File: src/flash_unlock_pkg.sv
package flash_unlock_pkg;

  // ==========================================================
  // register byte offsets on the bus
  localparam logic [11:0] PROTECT_OFS       = 12'hFF4;
  localparam logic [11:0] FLASH_COMMAND_OFS = 12'hFF8;
  localparam logic [11:0] PAGE_SELECT_OFS   = 12'hFFC;

  // ==========================================================
  // command codes
  localparam logic [7:0] KEY_FIRST      = 8'h73;
  localparam logic [7:0] KEY_SECOND     = 8'h8C;
  localparam logic [7:0] CMD_PAGE_ERASE = 8'h95;
  localparam logic [7:0] CMD_MASS_ERASE = 8'h63;
  localparam logic [7:0] CMD_PROTECT_EN = 8'h5E;

  // ==========================================================
  // reset values
  localparam logic [7:0] FLASH_COMMAND_RST = 8'h00;
  localparam logic [7:0] PROTECT_RST       = 8'h00;
  localparam logic [7:0] PAGE_SELECT_RST   = 8'h00;

  // ==========================================================
  // status byte fields
  localparam int STAT_LOCK_LSB = 0;
  localparam int STAT_PROT_BIT = 2;
  localparam int STAT_BUSY_BIT = 3;

  typedef enum logic [1:0] {
    LOCKED    = 2'b00,
    KEY1_SEEN = 2'b01,
    UNLOCKED  = 2'b10
  } lockState_t;

endpackage : flash_unlock_pkg

File: src/sector_protect_reg.sv
`timescale 1ns/1ns
module sector_protect_reg
  import flash_unlock_pkg::*;
#(
  parameter int W = 8
) (
  input  wire logic         clk_sys,
  input  wire logic         srst,
  input  wire logic         wrEn,
  input  wire logic [W-1:0] wrData,
  input  wire logic         accessEn,
  output logic      [W-1:0] protect
);

  typedef struct packed {
    logic [W-1:0] value;
  } protState_t;

  protState_t s_q;
  protState_t s_d;

  // ==========================================================
  // writes land only while access is open
  always_comb begin
    s_d = s_q;
    if (wrEn && accessEn) begin
      s_d.value = wrData;
    end
  end

  always_ff @(posedge clk_sys) begin
    if (srst) begin
      s_q.value <= PROTECT_RST[W-1:0];
    end else begin
      s_q <= s_d;
    end
  end

  assign protect = s_q.value;

endmodule : sector_protect_reg

File: src/unlock_seq.sv
`timescale 1ns/1ns
module unlock_seq
  import flash_unlock_pkg::*;
#(
  parameter int PAGE_W = 8
) (
  input  wire logic              clk_sys,
  input  wire logic              srst,
  input  wire logic              cmdValid,
  input  wire logic [7:0]        cmdByte,
  input  wire logic              cmdFromDebug,
  input  wire logic              flashBusy,
  input  wire logic [PAGE_W-1:0] pageSel,
  output lockState_t             lockState,
  output logic                   pageEraseGo,
  output logic                   massEraseGo,
  output logic                   protectEnable,
  output logic      [PAGE_W-1:0] erasePage
);

  typedef struct packed {
    lockState_t        lock;
    logic              pageGo;
    logic              massGo;
    logic              protEn;
    logic [PAGE_W-1:0] page;
  } seqState_t;

  seqState_t s_q;
  seqState_t s_d;

  // ==========================================================
  // key and command sequencer
  always_comb begin
    s_d        = s_q;
    s_d.pageGo = 1'b0;
    s_d.massGo = 1'b0;
    if (cmdValid) begin
      s_d.protEn = 1'b0;
      case (s_q.lock)
        LOCKED: begin
          s_d.lock = (cmdByte == KEY_FIRST) ? KEY1_SEEN : LOCKED;
        end
        KEY1_SEEN: begin
          s_d.lock = (cmdByte == KEY_SECOND) ? UNLOCKED : LOCKED;
        end
        UNLOCKED: begin
          s_d.lock = LOCKED;
          case (cmdByte)
            CMD_PAGE_ERASE: begin
              if (!flashBusy) begin
                s_d.pageGo = 1'b1;
                s_d.page   = pageSel;
              end
            end
            CMD_MASS_ERASE: begin
              s_d.massGo = cmdFromDebug && !flashBusy;
            end
            CMD_PROTECT_EN: begin
              s_d.protEn = 1'b1;
            end
            default: begin
              s_d.lock = LOCKED;
            end
          endcase
        end
        default: begin
          s_d.lock = LOCKED;
        end
      endcase
    end
  end

  always_ff @(posedge clk_sys) begin
    if (srst) begin
      s_q.lock   <= LOCKED;
      s_q.pageGo <= 1'b0;
      s_q.massGo <= 1'b0;
      s_q.protEn <= 1'b0;
      s_q.page   <= '0;
    end else begin
      s_q <= s_d;
    end
  end

  assign lockState     = s_q.lock;
  assign pageEraseGo   = s_q.pageGo;
  assign massEraseGo   = s_q.massGo;
  assign protectEnable = s_q.protEn;
  assign erasePage     = s_q.page;

endmodule : unlock_seq

File: src/flash_command_unlock_sequencer.sv
// Design decision made here: the Avalon-MM interface to the registers.
`timescale 1ns/1ns
module flash_command_unlock_sequencer
  import flash_unlock_pkg::*;
#(
  parameter int PAGE_W = 8,
  parameter int PROT_W = 8
) (
  input  wire logic              clk_sys,
  input  wire logic              srst,
  input  wire logic [11:0]       address,
  input  wire logic              read,
  input  wire logic              write,
  input  wire logic [31:0]       writedata,
  input  wire logic [3:0]        byteenable,
  output logic      [31:0]       readdata,
  output logic                   waitrequest,
  input  wire logic              dbgCmdValid,
  input  wire logic [7:0]        dbgCmdByte,
  input  wire logic              flashBusy,
  output logic                   pageEraseStart,
  output logic                   massEraseStart,
  output logic      [PAGE_W-1:0] erasePage,
  output logic      [PROT_W-1:0] sectorProtect
);

  typedef struct packed {
    logic              waitReq;
    logic [31:0]       rdData;
    logic [PAGE_W-1:0] pageSel;
  } busState_t;

  busState_t s_q;
  busState_t s_d;

  lockState_t  lockState;
  logic        protectEnable;
  logic        busDone;
  logic        busWrite;
  logic        cmdValid;
  logic [7:0]  cmdByte;
  logic        cmdFromDebug;
  logic        protWrite;
  logic [7:0]  statusByte;
  logic [31:0] rdMux;

  // ==========================================================
  // bus handshake: one wait cycle, then the access completes
  assign busDone  = (read || write) && !s_q.waitReq;
  assign busWrite = busDone && write && byteenable[0];

  // ==========================================================
  // command source: the debugger wins over a bus write that same cycle
  assign cmdFromDebug = dbgCmdValid;
  assign cmdValid     = dbgCmdValid || (busWrite && (address == FLASH_COMMAND_OFS));
  assign cmdByte      = dbgCmdValid ? dbgCmdByte : writedata[7:0];
  assign protWrite    = busWrite && (address == PROTECT_OFS);

  always_comb begin
    statusByte = 8'h00;
    statusByte[STAT_LOCK_LSB +: 2] = lockState;
    statusByte[STAT_PROT_BIT]      = protectEnable;
    statusByte[STAT_BUSY_BIT]      = flashBusy;
  end

  // ==========================================================
  // read decode; unmapped addresses read as zero
  always_comb begin
    rdMux = 32'h0000_0000;
    case (address)
      FLASH_COMMAND_OFS: begin
        rdMux[7:0] = statusByte;
      end
      PAGE_SELECT_OFS: begin
        rdMux[PAGE_W-1:0] = s_q.pageSel;
      end
      PROTECT_OFS: begin
        rdMux[PROT_W-1:0] = sectorProtect;
      end
      default: begin
        rdMux = 32'h0000_0000;
      end
    endcase
  end

  always_comb begin
    s_d = s_q;
    if ((read || write) && s_q.waitReq) begin
      s_d.waitReq = 1'b0;
      s_d.rdData  = read ? rdMux : 32'h0000_0000;
    end else begin
      s_d.waitReq = 1'b1;
    end
    if (busWrite && (address == PAGE_SELECT_OFS)) begin
      s_d.pageSel = writedata[PAGE_W-1:0];
    end
  end

  always_ff @(posedge clk_sys) begin
    if (srst) begin
      s_q.waitReq <= 1'b1;
      s_q.rdData  <= 32'h0000_0000;
      s_q.pageSel <= PAGE_SELECT_RST[PAGE_W-1:0];
    end else begin
      s_q <= s_d;
    end
  end

  assign readdata    = s_q.rdData;
  assign waitrequest = s_q.waitReq;

  // ==========================================================
  // sequencer and protect register
  unlock_seq #(
    .PAGE_W (PAGE_W)
  ) u_seq (
    .clk_sys       (clk_sys),
    .srst          (srst),
    .cmdValid      (cmdValid),
    .cmdByte       (cmdByte),
    .cmdFromDebug  (cmdFromDebug),
    .flashBusy     (flashBusy),
    .pageSel       (s_q.pageSel),
    .lockState     (lockState),
    .pageEraseGo   (pageEraseStart),
    .massEraseGo   (massEraseStart),
    .protectEnable (protectEnable),
    .erasePage     (erasePage)
  );

  sector_protect_reg #(
    .W (PROT_W)
  ) u_prot (
    .clk_sys  (clk_sys),
    .srst     (srst),
    .wrEn     (protWrite),
    .wrData   (writedata[PROT_W-1:0]),
    .accessEn (protectEnable),
    .protect  (sectorProtect)
  );

  // ==========================================================
  // checks
  property p_lockAfterReset;
    @(posedge clk_sys) disable iff (srst)
      $fell(srst) |-> (lockState == LOCKED);
  endproperty
  a_lockAfterReset: assert property (p_lockAfterReset)
    else $error("not locked after reset");

  property p_pageNeedsUnlock;
    @(posedge clk_sys) disable iff (srst)
      pageEraseStart |-> ($past(lockState) == UNLOCKED) && $past(cmdValid)
        && ($past(cmdByte) == CMD_PAGE_ERASE);
  endproperty
  a_pageNeedsUnlock: assert property (p_pageNeedsUnlock)
    else $error("page erase without unlock and 95H");

  property p_firstKey;
    @(posedge clk_sys) disable iff (srst)
      (cmdValid && (cmdByte == KEY_FIRST) && (lockState == LOCKED))
        |=> (lockState == KEY1_SEEN);
  endproperty
  a_firstKey: assert property (p_firstKey)
    else $error("first key not taken");

  property p_unlockPair;
    @(posedge clk_sys) disable iff (srst)
      (cmdValid && (cmdByte == KEY_SECOND) && (lockState == KEY1_SEEN))
        |=> (lockState == UNLOCKED);
  endproperty
  a_unlockPair: assert property (p_unlockPair)
    else $error("key pair did not unlock");

  property p_pageSelected;
    @(posedge clk_sys) disable iff (srst)
      pageEraseStart |-> (erasePage == $past(s_q.pageSel));
  endproperty
  a_pageSelected: assert property (p_pageSelected)
    else $error("erase page differs from page select");

  property p_massCause;
    @(posedge clk_sys) disable iff (srst)
      massEraseStart |-> ($past(cmdByte) == CMD_MASS_ERASE)
        && ($past(lockState) == UNLOCKED) && $past(cmdValid);
  endproperty
  a_massCause: assert property (p_massCause)
    else $error("mass erase without unlock and 63H");

  property p_massDebugOnly;
    @(posedge clk_sys) disable iff (srst)
      (cmdValid && !cmdFromDebug) |=> !massEraseStart;
  endproperty
  a_massDebugOnly: assert property (p_massDebugOnly)
    else $error("mass erase from cpu software");

  property p_protectOpen;
    @(posedge clk_sys) disable iff (srst)
      (cmdValid && (cmdByte == CMD_PROTECT_EN) && (lockState == UNLOCKED))
        |=> protectEnable && (lockState == LOCKED);
  endproperty
  a_protectOpen: assert property (p_protectOpen)
    else $error("5EH did not open protect access");

  property p_protectGuard;
    @(posedge clk_sys) disable iff (srst)
      (protWrite && !protectEnable) |=> $stable(sectorProtect);
  endproperty
  a_protectGuard: assert property (p_protectGuard)
    else $error("protect register written while closed");

  property p_badSecondKey;
    @(posedge clk_sys) disable iff (srst)
      (cmdValid && (lockState == KEY1_SEEN) && (cmdByte != KEY_SECOND))
        |=> (lockState == LOCKED) && !pageEraseStart && !massEraseStart;
  endproperty
  a_badSecondKey: assert property (p_badSecondKey)
    else $error("wrong second byte did not lock");

  property p_lockedStays;
    @(posedge clk_sys) disable iff (srst)
      (cmdValid && (lockState == LOCKED) && (cmdByte != KEY_FIRST))
        |=> (lockState == LOCKED) && !pageEraseStart && !massEraseStart;
  endproperty
  a_lockedStays: assert property (p_lockedStays)
    else $error("invalid byte left controller unlocked");

  property p_relock;
    @(posedge clk_sys) disable iff (srst)
      (cmdValid && (lockState == UNLOCKED)) |=> (lockState == LOCKED);
  endproperty
  a_relock: assert property (p_relock)
    else $error("no relock after command");

  property p_statusRead;
    @(posedge clk_sys) disable iff (srst)
      (busDone && read && (address == FLASH_COMMAND_OFS))
        |-> (readdata[7:0] == $past(statusByte)) && (readdata[31:8] == 24'h00_0000);
  endproperty
  a_statusRead: assert property (p_statusRead)
    else $error("status read mismatch");

  property p_readNoEffect;
    @(posedge clk_sys) disable iff (srst)
      (busDone && read && !dbgCmdValid) |=> $stable(lockState);
  endproperty
  a_readNoEffect: assert property (p_readNoEffect)
    else $error("read changed sequencer");

  property p_pageEarly;
    @(posedge clk_sys) disable iff (srst)
      (cmdValid && (cmdByte == CMD_PAGE_ERASE) && (lockState != UNLOCKED))
        |=> (lockState == LOCKED) && !pageEraseStart;
  endproperty
  a_pageEarly: assert property (p_pageEarly)
    else $error("95H out of place started an erase");

  property p_pageGo;
    @(posedge clk_sys) disable iff (srst)
      (cmdValid && (cmdByte == CMD_PAGE_ERASE) && (lockState == UNLOCKED) && !flashBusy)
        |=> pageEraseStart && (erasePage == $past(s_q.pageSel));
  endproperty
  a_pageGo: assert property (p_pageGo)
    else $error("third byte 95H did not start a page erase");

  property p_massGo;
    @(posedge clk_sys) disable iff (srst)
      (cmdValid && cmdFromDebug && (cmdByte == CMD_MASS_ERASE) && (lockState == UNLOCKED) && !flashBusy)
        |=> massEraseStart;
  endproperty
  a_massGo: assert property (p_massGo)
    else $error("debugger 63H did not start a mass erase");

  property p_busyNoStart;
    @(posedge clk_sys) disable iff (srst)
      (cmdValid && flashBusy) |=> !pageEraseStart && !massEraseStart;
  endproperty
  a_busyNoStart: assert property (p_busyNoStart)
    else $error("erase started while flash busy");

  property p_protectWrite;
    @(posedge clk_sys) disable iff (srst)
      (protWrite && protectEnable) |=> (sectorProtect == $past(writedata[PROT_W-1:0]));
  endproperty
  a_protectWrite: assert property (p_protectWrite)
    else $error("open protect register ignored a write");

  property p_readHolds;
    @(posedge clk_sys) disable iff (srst)
      !((read || write) && waitrequest) |=> $stable(readdata);
  endproperty
  a_readHolds: assert property (p_readHolds)
    else $error("read data changed without an access");

  property p_waitOne;
    @(posedge clk_sys) disable iff (srst)
      ((read || write) && waitrequest) |=> !waitrequest ##1 waitrequest;
  endproperty
  a_waitOne: assert property (p_waitOne)
    else $error("bus answer not after one wait cycle");

endmodule : flash_command_unlock_sequencer

File: config.mk
export PLATFORM = sky130hd
export DESIGN_NAME = flash_command_unlock_sequencer
export DESIGN_NICKNAME = d
export VERILOG_FILES = /design/src/flash_unlock_pkg.sv /design/src/sector_protect_reg.sv /design/src/unlock_seq.sv /design/src/flash_command_unlock_sequencer.sv
export SDC_FILE = /design/constraint.sdc
export NUM_CORES = 1
export LEC_CHECK = 0
export BUFFER_PORTS_ARGS = -buffer_cell sky130_fd_sc_hd__buf_2
export CAP_MARGIN = 20
export CORE_UTILIZATION = 45
export DETAILED_ROUTE_END_ITERATION = 8
export MAX_ROUTING_LAYER = met4
export PLACE_DENSITY_LB_ADDON = 0.08
export SLEW_MARGIN = 5
export SYNTH_ARGS = -nofsm -noshare
export SYNTH_HDL_FRONTEND = slang
export SYNTH_SLANG_ARGS = --single-unit
File: constraint.sdc
create_clock -name clk_sys -period 2.2 [get_ports clk_sys]
set_input_delay 0.33 -clock clk_sys [delete_from_list [all_inputs] [get_ports clk_sys]]
set_output_delay 0.33 -clock clk_sys [all_outputs]
set_load 0.02 [all_outputs]
# [Word-level counts from Yosys, hierarchy flattened]
# Cells that the tools add are included.
[word_totals] ram_bits=0 latchBits=0 inputBits=62 rom_bits=0 wordCells=53 n_memories=0 ff_bits=62 output_inout_bits=51
[op_classes] reduce_logical=17 mux=12 n_bitwise=5 mul=0 shift=0 div_mod_pow=0 order_cmp=0 addsub=0 n_eq_ne=10
[ops] operator="$eq A12 B12 Y1 const B" n=3
[ops] operator="$mux W8" n=4
[ops] operator="$eq A8 B7 Y1 const B" n=3
[ops] operator="$pmux W8 S3" n=1
[ops] operator="$eq A8 B8 Y1 const B" n=2
[ops] operator="$logic_and A1 B1 Y1" n=9
[ops] operator="$mux W9" n=1
[ops] operator="$reduce_or A4 Y1" n=2
[ops] operator="$not A1 Y1" n=5
[ops] operator="$mux W1" n=4
[ops] operator="$pmux W2 S2" n=1
[ops] operator="$reduce_and A4 Y1" n=1
[ops] operator="$eq A2 B1 Y1 const B" n=1
[ops] operator="$eq A2 B2 Y1 const B" n=1
[ops] operator="$logic_not A1 Y1" n=2
[ops] operator="$logic_not A2 Y1" n=1
[ops] operator="$logic_or A1 B1 Y1" n=2
[ops] operator="$mux W2" n=1

# [Logic depth before layout (Yosys ltp)]
# Gate-level depths: netlist (run 1).
[logic_depth] depth_word=8 depth_mapped=6 mapped_depth_nobuf=4

# [Cells and area by module]
# A second synthesis (run 1) with hierarchy kept.
[hier_totals] cells_unflattened=229 hier_area_um2=2237.1
[by_module_without_submodules] module="flash_command_unlock_sequencer" area_each_um2=1221.2 cells_each=124 n_inst=1
[by_module_without_submodules] module="unlock_seq" area_each_um2=649.4 cells_each=68 n_inst=1
[by_module_without_submodules] module="sector_protect_reg" area_each_um2=366.6 cells_each=37 n_inst=1

# [Worst setup path before layout (run 1)]
# Ideal clock, no wire load.
[synth_timing] kind="input to register" startpoint="input writedata[3]" endpoint="register u_seq.s_q (netlist bit u_seq.erasePage[0])" setup_time_ns=0.072 path_stages=5 required_ns=2.128 t_arrival_ns=1.714 path_slack_ns=0.415 path_cell_list="or3b_2 > a2111oi_0 > o2111a_1 > buf_6 > mux2i_1"
[synth_via] elab_chain_len=3
[synth_rtl] element="start: declaration" line="flash_command_unlock_sequencer.sv:14" rtl="input wire logic [31:0] writedata,"
[synth_rtl] element="$mux W8" line="flash_command_unlock_sequencer.sv:56" rtl="assign cmdByte = dbgCmdValid ? dbgCmdByte : writedata[7:0];"
[synth_rtl] element="$eq A8 B8 Y1" line="unlock_seq.sv:49" rtl="case (cmdByte)"
[synth_rtl] element="$reduce_and A4 Y1 (no source line)"
[synth_rtl] element="end: declaration" line="unlock_seq.sv:29" rtl="seqState_t s_q;"
# No other way between the ends.
# A chain may end at the register's enable or synchronous reset.

# [Worst setup path in the final report (run 1)]
[layout_timing] startpoint="input writedata[3]" endpoint="register u_seq.s_q (netlist bit u_seq.erasePage[3])"
# Same word-level chain as after synthesis.

==> results of run 1 <==
==> state kept, by name (all words and copies together), names as in the netlist <==
register / count
u_seq.lockState: 2
readdata: 8
s_q: 8
u_seq.pageEraseGo: 1
u_seq.massEraseGo: 1
u_prot.protect: 8
waitrequest: 1
u_seq.protectEnable: 1
u_seq.erasePage: 8
==> final cells by class <==
cell class	count	area (um^2)
clock buffers	7	76.3
clock inverters	1	30.0
fillers	436	1990
inverters	3	11.3
multi-input cells	167	1160
flip-flops and latches	38	761
well taps	52	65.1
repair buffers	69	378
==> path summary, 6_finish.rpt <==
check	slack, ns	endpoint	startpoint	cells past startpoint
worst min-delay path	0.23	u_seq.massEraseGo$_SDFF_PP0_	dbgCmdByte[4]	2
worst max-delay path	0.41	u_seq.erasePage[3]$_SDFFE_PP0P_	writedata[3]	6
worst max register to register	0.57	u_seq.erasePage[3]$_SDFFE_PP0P_	u_seq.lockState[0]$_SDFFE_PP0N_	5
worst min register to register	0.44	readdata[1]$_SDFFE_PP0P_	readdata[1]$_SDFFE_PP0P_	2
==> stage by stage <==
stage,std cells,utilization (%)
floorplan,249,-
global placement,329,53.1
detailed placement,329,53.1
CTS,337,55.5
global route,337,55.5
finish,337,55.5
==> logic make-up (layout without fill, tap and decap cells) <==
group | count (synthesis) | after routing
flops | 38 | 38
compound gates | 31 | 31
buf+inv | 44 | 80
other cells | 1 | 24
simple gates | 83 | 83
mux | 29 | 29
==> layer usage <==
layer	track usage [%]	up-vias	routed length, um
li1	-	868	-
met1	27.1	800	2320
met2	31.0	56	2160
met3	4.27	4	202
met4	4.00	0	29
met5	-	-	0
==> cell usage in the layout (no fill, tap or decap), drive strengths merged, types with 3 or more instances in the layout <==
cell,count
nor4,4
o21ai,12
a32oi,4
mux2i,26
nand2,10
mux2,3
dfxtp,38
nand2b,18
conb,24
a22oi,6
inv,3
nor2,20
buf,69
or3b,4
clkbuf,7
nor3,3
nand4,3
nand3b,5
==> power by group through the flow <==
| stage | Combinational [uW] | Clock [uW] | Sequential, uW |
|---|---|---|---|
| 4_1_cts | 149 | 593 | 691 |
| 5_1_grt | 163 | 624 | 691 |
| 6_report | 150 | 576 | 691 |
| 3_5_place_dp | 148 | 0 | 707 |
| 2_1_floorplan | 126 | 0 | 708 |
| 3_3_place_gp | 148 | 0 | 706 |
==> impl_results.md, run 1 <==
- Mapped Area: 2140 um^2
- Nets: 346
- Sequential-to-total area share from yosys stat: ~35%
- Worst Skew: 0.00800 ns
- Synth Area in XOR/XNOR: 0%
- Total Wirelength: approximately 4700 um
- Synth top area share: about 35%
- P_sw: 338 uW
- Worst hold slack: approximately 0.23 ns
- Maximum vdd ir drop: around 0.00031 V
- Die H: 71.0 um
- Setup TNS: 0 ns
- Max_slew headroom: about three fifths
- Part of the power in registers: 48.8%
- Max frequency: 0.560 GHz
- Violations in the final reports: design-rule violations
- IO Port Bufs: 61
- Slowest-stage cell, CP: or3b_2
- Vias per inst: 5.13
- Post_cts resized: 0
- CP delay by family, top: compound AO/OA/AOI/OAI gates
- Pin count of the biggest net entering global routing: 34
- Post-synthesis cell type count: 44
- Slowest Stage Delay on Critical Path: roughly 0.48 ns
- RSZ-0062 raised after global routing: no
- DRT Pass-1 Iters: 6
- Total GRT Usage: roughly a fifth
- Initial cell density of the core: 47.9%
- Max Cap Viol: 0
- Most frequent cell after synthesis: dfxtp_1
- Crit path cell chain: buf_2 -> or3b_2 -> a2111oi_0 -> o2111a_1 -> buf_12 -> mux2i_1
- H-tree Lvls: 2
- Die area: 5040 um^2
- Commonest cells in the synthesized netlist: dfxtp_1 (38), buf_4 (32), mux2i_1 (26), nor2_1 (20), nand2b_1 (18)
- Mapped Cells: roughly 230
- Post-Synth Simple-Gate Area: 25.7%
- First-pass GRT wire length: 7640 um
- Slew @ Worst Pin: slightly below 0.6 ns
- Main combinational cell family by area after synthesis: simple AND/OR/NAND/NOR gates
- Vias in the first global route: 1,566
- HPWL Detailed: 3480 um
- Number of remaining DRC errors: 8
- Endpoints failing setup: 0
- Status: complete, but fails checks
- Crit path buffers/inverters: 2
- Latest clock arrival within the worst-skew pair: 0.29 ns
- ANT nets after route: 0
- I/O pin count: 113
- Pint: 1080 uW
- Worst path setup slack after routing: roughly 0.41 ns
- Worst min path class: in -> reg
- Largest area contributor in the netlist: dfxtp_1
- Post-synthesis mux area share: 13.7%
- Clock Tree Buf Depth: 2
- Power Dens Cells: 571 nW/um^2
- Clock sink count: 38
- Compound-Gate Fraction of Synth Area: 10.5%
- Die width: ~71 um
- Synth Area in Adders: 0%
- Wire length per cell: 14.0 um
- Power, Total: 1420 uW
- Root Driver: clkbuf_8
- Num CTS Buffers: 5
- Layout cell share with drive strength beyond 1: a little under a third
- Combinational Power Share: 10.6%
- Req. time, crit path: 2.42 ns
- Syn_area_per_cell: roughly 9.5 um^2
- Area Growth Syn to Fin: 15.8%
- GPL Wtd Cong: about 0.8
- Crit start category: input pin
- Top cells by area, synth: dfxtp_1 (35%), mux2i_1 (12%), buf_4 (11%)
- Pre-CTS setup slack: 0.134 ns
- Final Max Tran Viols: 0
- Static leakage: 0.00105 uW
- Min Tclk post-route: 1.79 ns
- EDFF count, synth: 0
- Placed Area: 2370 um^2
- Clk pin slew, worst setup/hold paths: 0.07 ns
- Final hold vios: 0
- Clock power frac: 40.6%
- Ys flop type: dfxtp_1
- Final instance area: 2480 um^2
- YS warnings: 0
- Critical path endpoint category: register
- Worst path arrival time: 2.00 ns
- Total gr overflow: 0
- Sw Share: 23.9%
- CP max FO: 9
- Number of synthesized register bits: 38
- Final period utilization: 81.2%
- Post-CTS Hold Buffers: 0
- Initial antenna violation count: 0
- Row cnt: 24
- WS Path Type: in -> reg
- Initial DRC count: between 90 and 100
- Via count: ~1,700
- Ys async rst share: 0%
- CTS tree: yes
- Core ar.: between 4000 and 5000 um^2
- Antenna Cells: 0
- Post-CTS setup buffers: 0
(Power assumes the default switching activity.)
==> inputs of run 2 (changes only) <==
Clock period 2.2 ns to 1.8 ns, I/O delays scaled along.
==> run 2 against run 1 <==
Compared with the run above:
- the flow still finishes with violations (design-rule violations)
- clock skew down 0.0025 ns
- die area did not move
- combinational power grew 32%
- first-iteration DRC count shrank 13%
- hold slack got worse by 0.065 ns
- via count is 3.0% higher
- flip-flop and latch count is the same
- register-to-register slack worse by 0.35 ns
- sequential share of layout area is 1.1 points lower
- non-clock buffer count grew 12
==> impl_results.md, run 2 (same netlist as run 1, synthesis figures left out) <==
- Slew @ Worst Pin: around 0.6 ns
- Placed Area: between 2000 and 2500 um^2
- H-tree Lvls: 2
- Status: complete, but fails checks
- Power, Total: about 1600 uW
- Cells after DPL: about 340
- Req. time, crit path: around 2 ns
- Total Wirelength: 4590 um
- Latest clock arrival within the worst-skew pair: 0.29 ns
- Worst Skew: 0.00546 ns
- Worst hold slack: 0.170 ns
- Crit path to: u_seq.erasePage[1]$_SDFFE_PP0P_
- Slowest Stage Delay on Critical Path: approximately 0.48 ns
- Final Max Tran Viols: 0
- Stages on the worst setup path: 6
- Power Dens Cells: between 600 and 700 nW/um^2
- R2R depth: 5
- Critical R2R Launch: u_seq.lockState[0]$_SDFFE_PP0N_
- Slowest-stage cell, CP: or3b_2
- ANT nets after route: 0
- Critical path endpoint category: register
- HPWL Detailed: 3570 um
- Die H: 71.0 um
- Part of the power in registers: 51.5%
- Pint: 1220 uW
- Row cnt: 24
- Initial cell density of the core: 47.9%
- Number of remaining DRC errors: 5
- Max Cap Viol: 0
- Maximum vdd ir drop: 0.000301 V
- Non-filler cells, final: 349
- Fill count: 437
- Most frequent cells in the layout: buf_2 (61), dfxtp_1 (38), mux2i_1 (26), conb_1 (24), nor2_1 (20)
- GPL Wtd Cong: 0.821
- Reg-to-Reg End: u_seq.erasePage[1]$_SDFFE_PP0P_
- Crit path buffers/inverters: 2
- P_sw: 415 uW
- WS Path Type: in -> reg
- Initial antenna violation count: 0
- Layout cell share with drive strength beyond 1: 34.7%
- Worst path arrival time: 1.84 ns
- R2R setup slack: ~0.22 ns
- Core ar.: 4470 um^2
- Wire length per cell: 13.1 um
- Crit start category: input pin
- DRT Pass-1 Iters: 9
- Sw Share: 25.3%
- Root Driver: clkbuf_8
- Max_slew headroom: 61.1%
- Die width: 71.0 um
- Area Growth Syn to Fin: 20.1%
- Setup TNS: 0 ns
- Final hold vios: 0
- Initial DRC count: 79
- Num CTS Buffers: 5
- Min Tclk post-route: 1.62 ns
- Endpoints failing setup: 0
- Crit path cell chain: buf_2 -> or3b_2 -> a2111oi_2 -> o2111a_1 -> buf_12 -> mux2i_1
- Pin count of the biggest net entering global routing: 40
- Max frequency: 0.619 GHz
- First-pass GRT wire length: 7320 um
- Total GRT Usage: approximately a fifth
- IO Port Bufs: 61
- Worst min path class: in -> reg
- Static leakage: 0.00111 uW
- Nets: 358
- Clock power frac: between 30% and 40%
- Clk pin slew, worst setup/hold paths: 0.07 ns
- Combinational Power Share: 12.1%
- Vias per inst: 5.10
- RSZ-0062 raised after global routing: no
- Die area: between 5000 and 6000 um^2
- Clock sink count: 38
- Via count: 1,780
- I/O pin count: 113
- CP delay by family, top: compound AO/OA/AOI/OAI gates
- Commonest non-fill, non-tap cell in the layout: buf_2
- Final period utilization: 89.8%
- Critical Path Source: writedata[3]
- Antenna Cells: 0
- Total gr overflow: 0
- Vias in the first global route: ~1,600
- CTS tree: yes
- Clock Tree Buf Depth: 2
- Final instance area: roughly 2600 um^2
- Violations in the final reports: design-rule violations
- CP max FO: 9
run 2: cell count changes in the layout (fill, tap and decap cells not counted), sizes merged:
| cell | before | now |
|---|---|---|
| buf | 69 | 81 |
| bufinv | 1 | 0 |
| clkinv | 0 | 1 |
run 2: worst reg2reg max path, stage by stage, from the launching register on:
cell and delay [ns]:
dfxtp_1 0.35, nand2b_1 0.21, a2111oi_2 0.34, o2111a_1 0.29, buf_12 0.15, mux2i_1 0.19
run 2: how the worst min path moves through the flow:
stage | start | end | slack, ns | depth (start not counted)
after floorplan | dbgCmdByte[4] | u_seq.massEraseGo$_SDFF_PP0_ | 0.35 | 1
after global placement | readdata[0]$_SDFFE_PP0P_ | readdata[0]$_SDFFE_PP0P_ | 0.43 | 2
after detailed placement | readdata[4]$_SDFFE_PP0P_ | readdata[4]$_SDFFE_PP0P_ | 0.44 | 2
after CTS | dbgCmdByte[4] | u_seq.massEraseGo$_SDFF_PP0_ | 0.16 | 2
after global routing | dbgCmdByte[4] | u_seq.massEraseGo$_SDFF_PP0_ | 0.17 | 2
final | dbgCmdByte[4] | u_seq.massEraseGo$_SDFF_PP0_ | 0.17 | 2
run 2: what timing repair did:
item / 4_1_cts / 5_1_grt
endpoints found under the setup margin: 0 / 8
resized for setup: 0 / 2
buffers inserted: 0 / 0
hold buffers: 0 / 0
run 2: power by group through the flow:
| stage | combinational (uW) | sequential (uW) | clock (uW) |
|---|---|---|---|
| global route | 214 | 844 | 655 |
| floorplan | 154 | 865 | 0 |
| global placement | 196 | 863 | 0 |
| CTS | 197 | 844 | 616 |
| detailed placement | 196 | 864 | 0 |
| finish | 198 | 844 | 597 |
run 2: layout make-up:
cell class / instances / area, um^2 / share of cell area (%)
Clock buffer: 7 / 86.3 / 3.35
Tap cell: 52 / 65.1 / 2.53
Sequential cell: 38 / 761 / 29.5
Multi-Input combinational cell: 167 / 1170 / 45.3
Clock inverter: 1 / 5.00 / 0.194
Inverter: 3 / 11.3 / 0.437
Timing Repair Buffer: 81 / 480 / 18.7
run 2: through the flow:
step / util (%) / worst slack (ns)
floorplan: - / 0.0747
global placement: 55.4 / -0.181
detailed placement: 55.4 / -0.181
CTS: 57.4 / 0.104
global route: 57.6 / 0.0587
finish: 57.6 / 0.183
run 2: layer usage:
metal  routed length, um  GRT usage, %
met1                2120          24.4
met2                2150          30.6
met3                 229          3.85
met4                  88          8.67
met5                   0             -
==> inputs of run 3 (changes only) <==
Settings changed: RECOVER_POWER set to 50.
==> run 3 against run 2 <==
Compared with the run above:
- clock skew about the same
- highest routed layer unchanged
- non-clock buffer count stayed put
- critical path depth is the same
- final cell count unchanged
- sequential power hardly changed
- critical endpoint unchanged
- largest cell class unchanged
- first-iteration DRC count is 14% higher
- the flow still finishes with violations (design-rule violations)
==> impl_results.md, run 3 (same netlist as run 1, synthesis figures left out) <==
- Violations in the final reports: design-rule violations
- CTS tree: yes
- CP max FO: 9
- P_sw: around 410 uW
- I/O pin count: about 110
- Root Driver: clkbuf_8
- Worst Skew: 0.00543 ns
- Max frequency: 0.618 GHz
- Clock sink count: 38
- Die width: around 70 um
- Num CTS Buffers: 5
- Slew @ Worst Pin: 0.552 ns
- Vias per inst: approximately 5.1
- Clock power frac: 36.4%
- GPL Wtd Cong: ~0.82
- Total Wirelength: 4620 um
- Max Cap Viol: 0
- Worst path arrival time: 1.84 ns
- First-pass GRT wire length: 7320 um
- Sw Share: 25.3%
- DRT Pass-1 Iters: 9
- Combinational Power Share: 12.1%
- Endpoints failing setup: 0
- Initial DRC count: 90
- Clk pin slew, worst setup/hold paths: 0.07 ns
- Most frequent cells in the layout: dfxtp_1 (38), buf_2 (34), clkbuf_1 (28), mux2i_1 (26), conb_1 (24)
- Pin count of the biggest net entering global routing: 40
- Register area: 761 um^2
- Post-CTS setup buffers: 0
- IO Port Bufs: 61
- Placed Area: around 2500 um^2
- Total gr overflow: 0
- Nets: 358
- Row cnt: 24
- H-tree Lvls: 2
- Status: complete, but fails checks
- Final instance area: about 2500 um^2
- Req. time, crit path: 2.02 ns
- Antenna Cells: 0
- WS Path Type: in -> reg
- Clock Tree Buf Depth: 2
- Maximum vdd ir drop: about 0.00030 V
- Critical path endpoint category: register
- Number of remaining DRC errors: 5
- Area Growth Syn to Fin: 18.4%
- Multi-input combinational cell area: 1170 um^2
- HPWL Detailed: 3570 um
- ANT nets after route: 0
- Worst hold slack: 0.169 ns
- Wire length per cell: 13.2 um
- Layout cell share with drive strength beyond 1: 25.6%
- Total GRT Usage: between 10% and 20%
- Min Tclk post-route: 1.62 ns
- Via count: 1,783
- Final period utilization: 89.9%
- Worst min path class: in -> reg
- Latest clock arrival within the worst-skew pair: approximately 0.29 ns
- Pint: 1220 uW
- Power Dens Cells: 646 nW/um^2
- Final Max Tran Viols: 0
- Static leakage: slightly below 0.001 uW
- Die area: 5040 um^2
- Commonest non-fill, non-tap cell in the layout: dfxtp_1
- Fill count: 454
- Initial cell density of the core: 47.9%
- Crit start category: input pin
- Part of the power in registers: between 50% and 60%
- RSZ-0062 raised after global routing: no
- Max_slew headroom: 63.1%
- Pre-CTS setup slack: -0.181 ns
- Final hold vios: 0
- Vias in the first global route: 1,583
- Worst path setup slack after routing: 0.183 ns
- Core ar.: 4470 um^2
- Die H: 71.0 um
- Initial antenna violation count: 0
run 3: changes by cell type in the layout (fill, tap and decap cells not counted), sizes merged:
cell / change
buf: -28
clkbuf: +28
run 3: routing by layer:
layer	GRT usage (%)	vias to the layer above	routed length (um)
met2	30.6	60	2160
met5	-	-	0
li1	-	898	-
met1	24.4	815	2110
met3	3.85	10	252
met4	8.67	0	88
run 3: path summary, 6_finish.rpt:
| path | end | startpoint | cells after the start | slack, ns |
|---|---|---|---|---|
| max | u_seq.erasePage[1]$_SDFFE_PP0P_ | writedata[3] | 6 | 0.18 |
| min | u_seq.massEraseGo$_SDFF_PP0_ | dbgCmdByte[4] | 2 | 0.17 |
| max reg2reg | u_seq.erasePage[1]$_SDFFE_PP0P_ | u_seq.lockState[0]$_SDFFE_PP0N_ | 5 | 0.22 |
| min reg2reg | readdata[1]$_SDFFE_PP0P_ | readdata[1]$_SDFFE_PP0P_ | 2 | 0.45 |
run 3: stage by stage:
stage	util, %	cells	power [uW]	setup TNS (ns)
4_1_cts	57.4	349	1660	0
3_3_place_gp	55.4	341	1060	-1.48
5_1_grt	56.7	349	1710	0
3_5_place_dp	55.4	341	1060	-1.52
2_1_floorplan	-	249	1020	0
6_report	56.7	349	1640	0
run 3: power by group through the flow:
stage,sequential [uW],combinational (uW),clock [uW]
6_report,844,198,597
5_1_grt,844,214,655
4_1_cts,844,197,616
3_5_place_dp,864,196,0
3_3_place_gp,863,196,0
2_1_floorplan,865,154,0
run 3: timing repair:
action | in CTS | in global routing
hold buffers | 0 | 0
endpoints found under the setup margin | 0 | 8
gates resized for setup | 0 | 2
run 3: area by class of cell:
class                      count  area share (%)
sequential                    38            30.0
clock inverter                 1           0.197
inverter                       3           0.444
multi-input combinational    167            45.9
clock buffer                   7            3.40
tap                           52            2.56
timing repair buffer          81            17.5
run 3: critical path, stage by stage:
cell       delay, ns
buf_2           0.10
or3b_2          0.48
a2111oi_2       0.36
o2111a_1        0.29
buf_12          0.15
mux2i_1         0.19
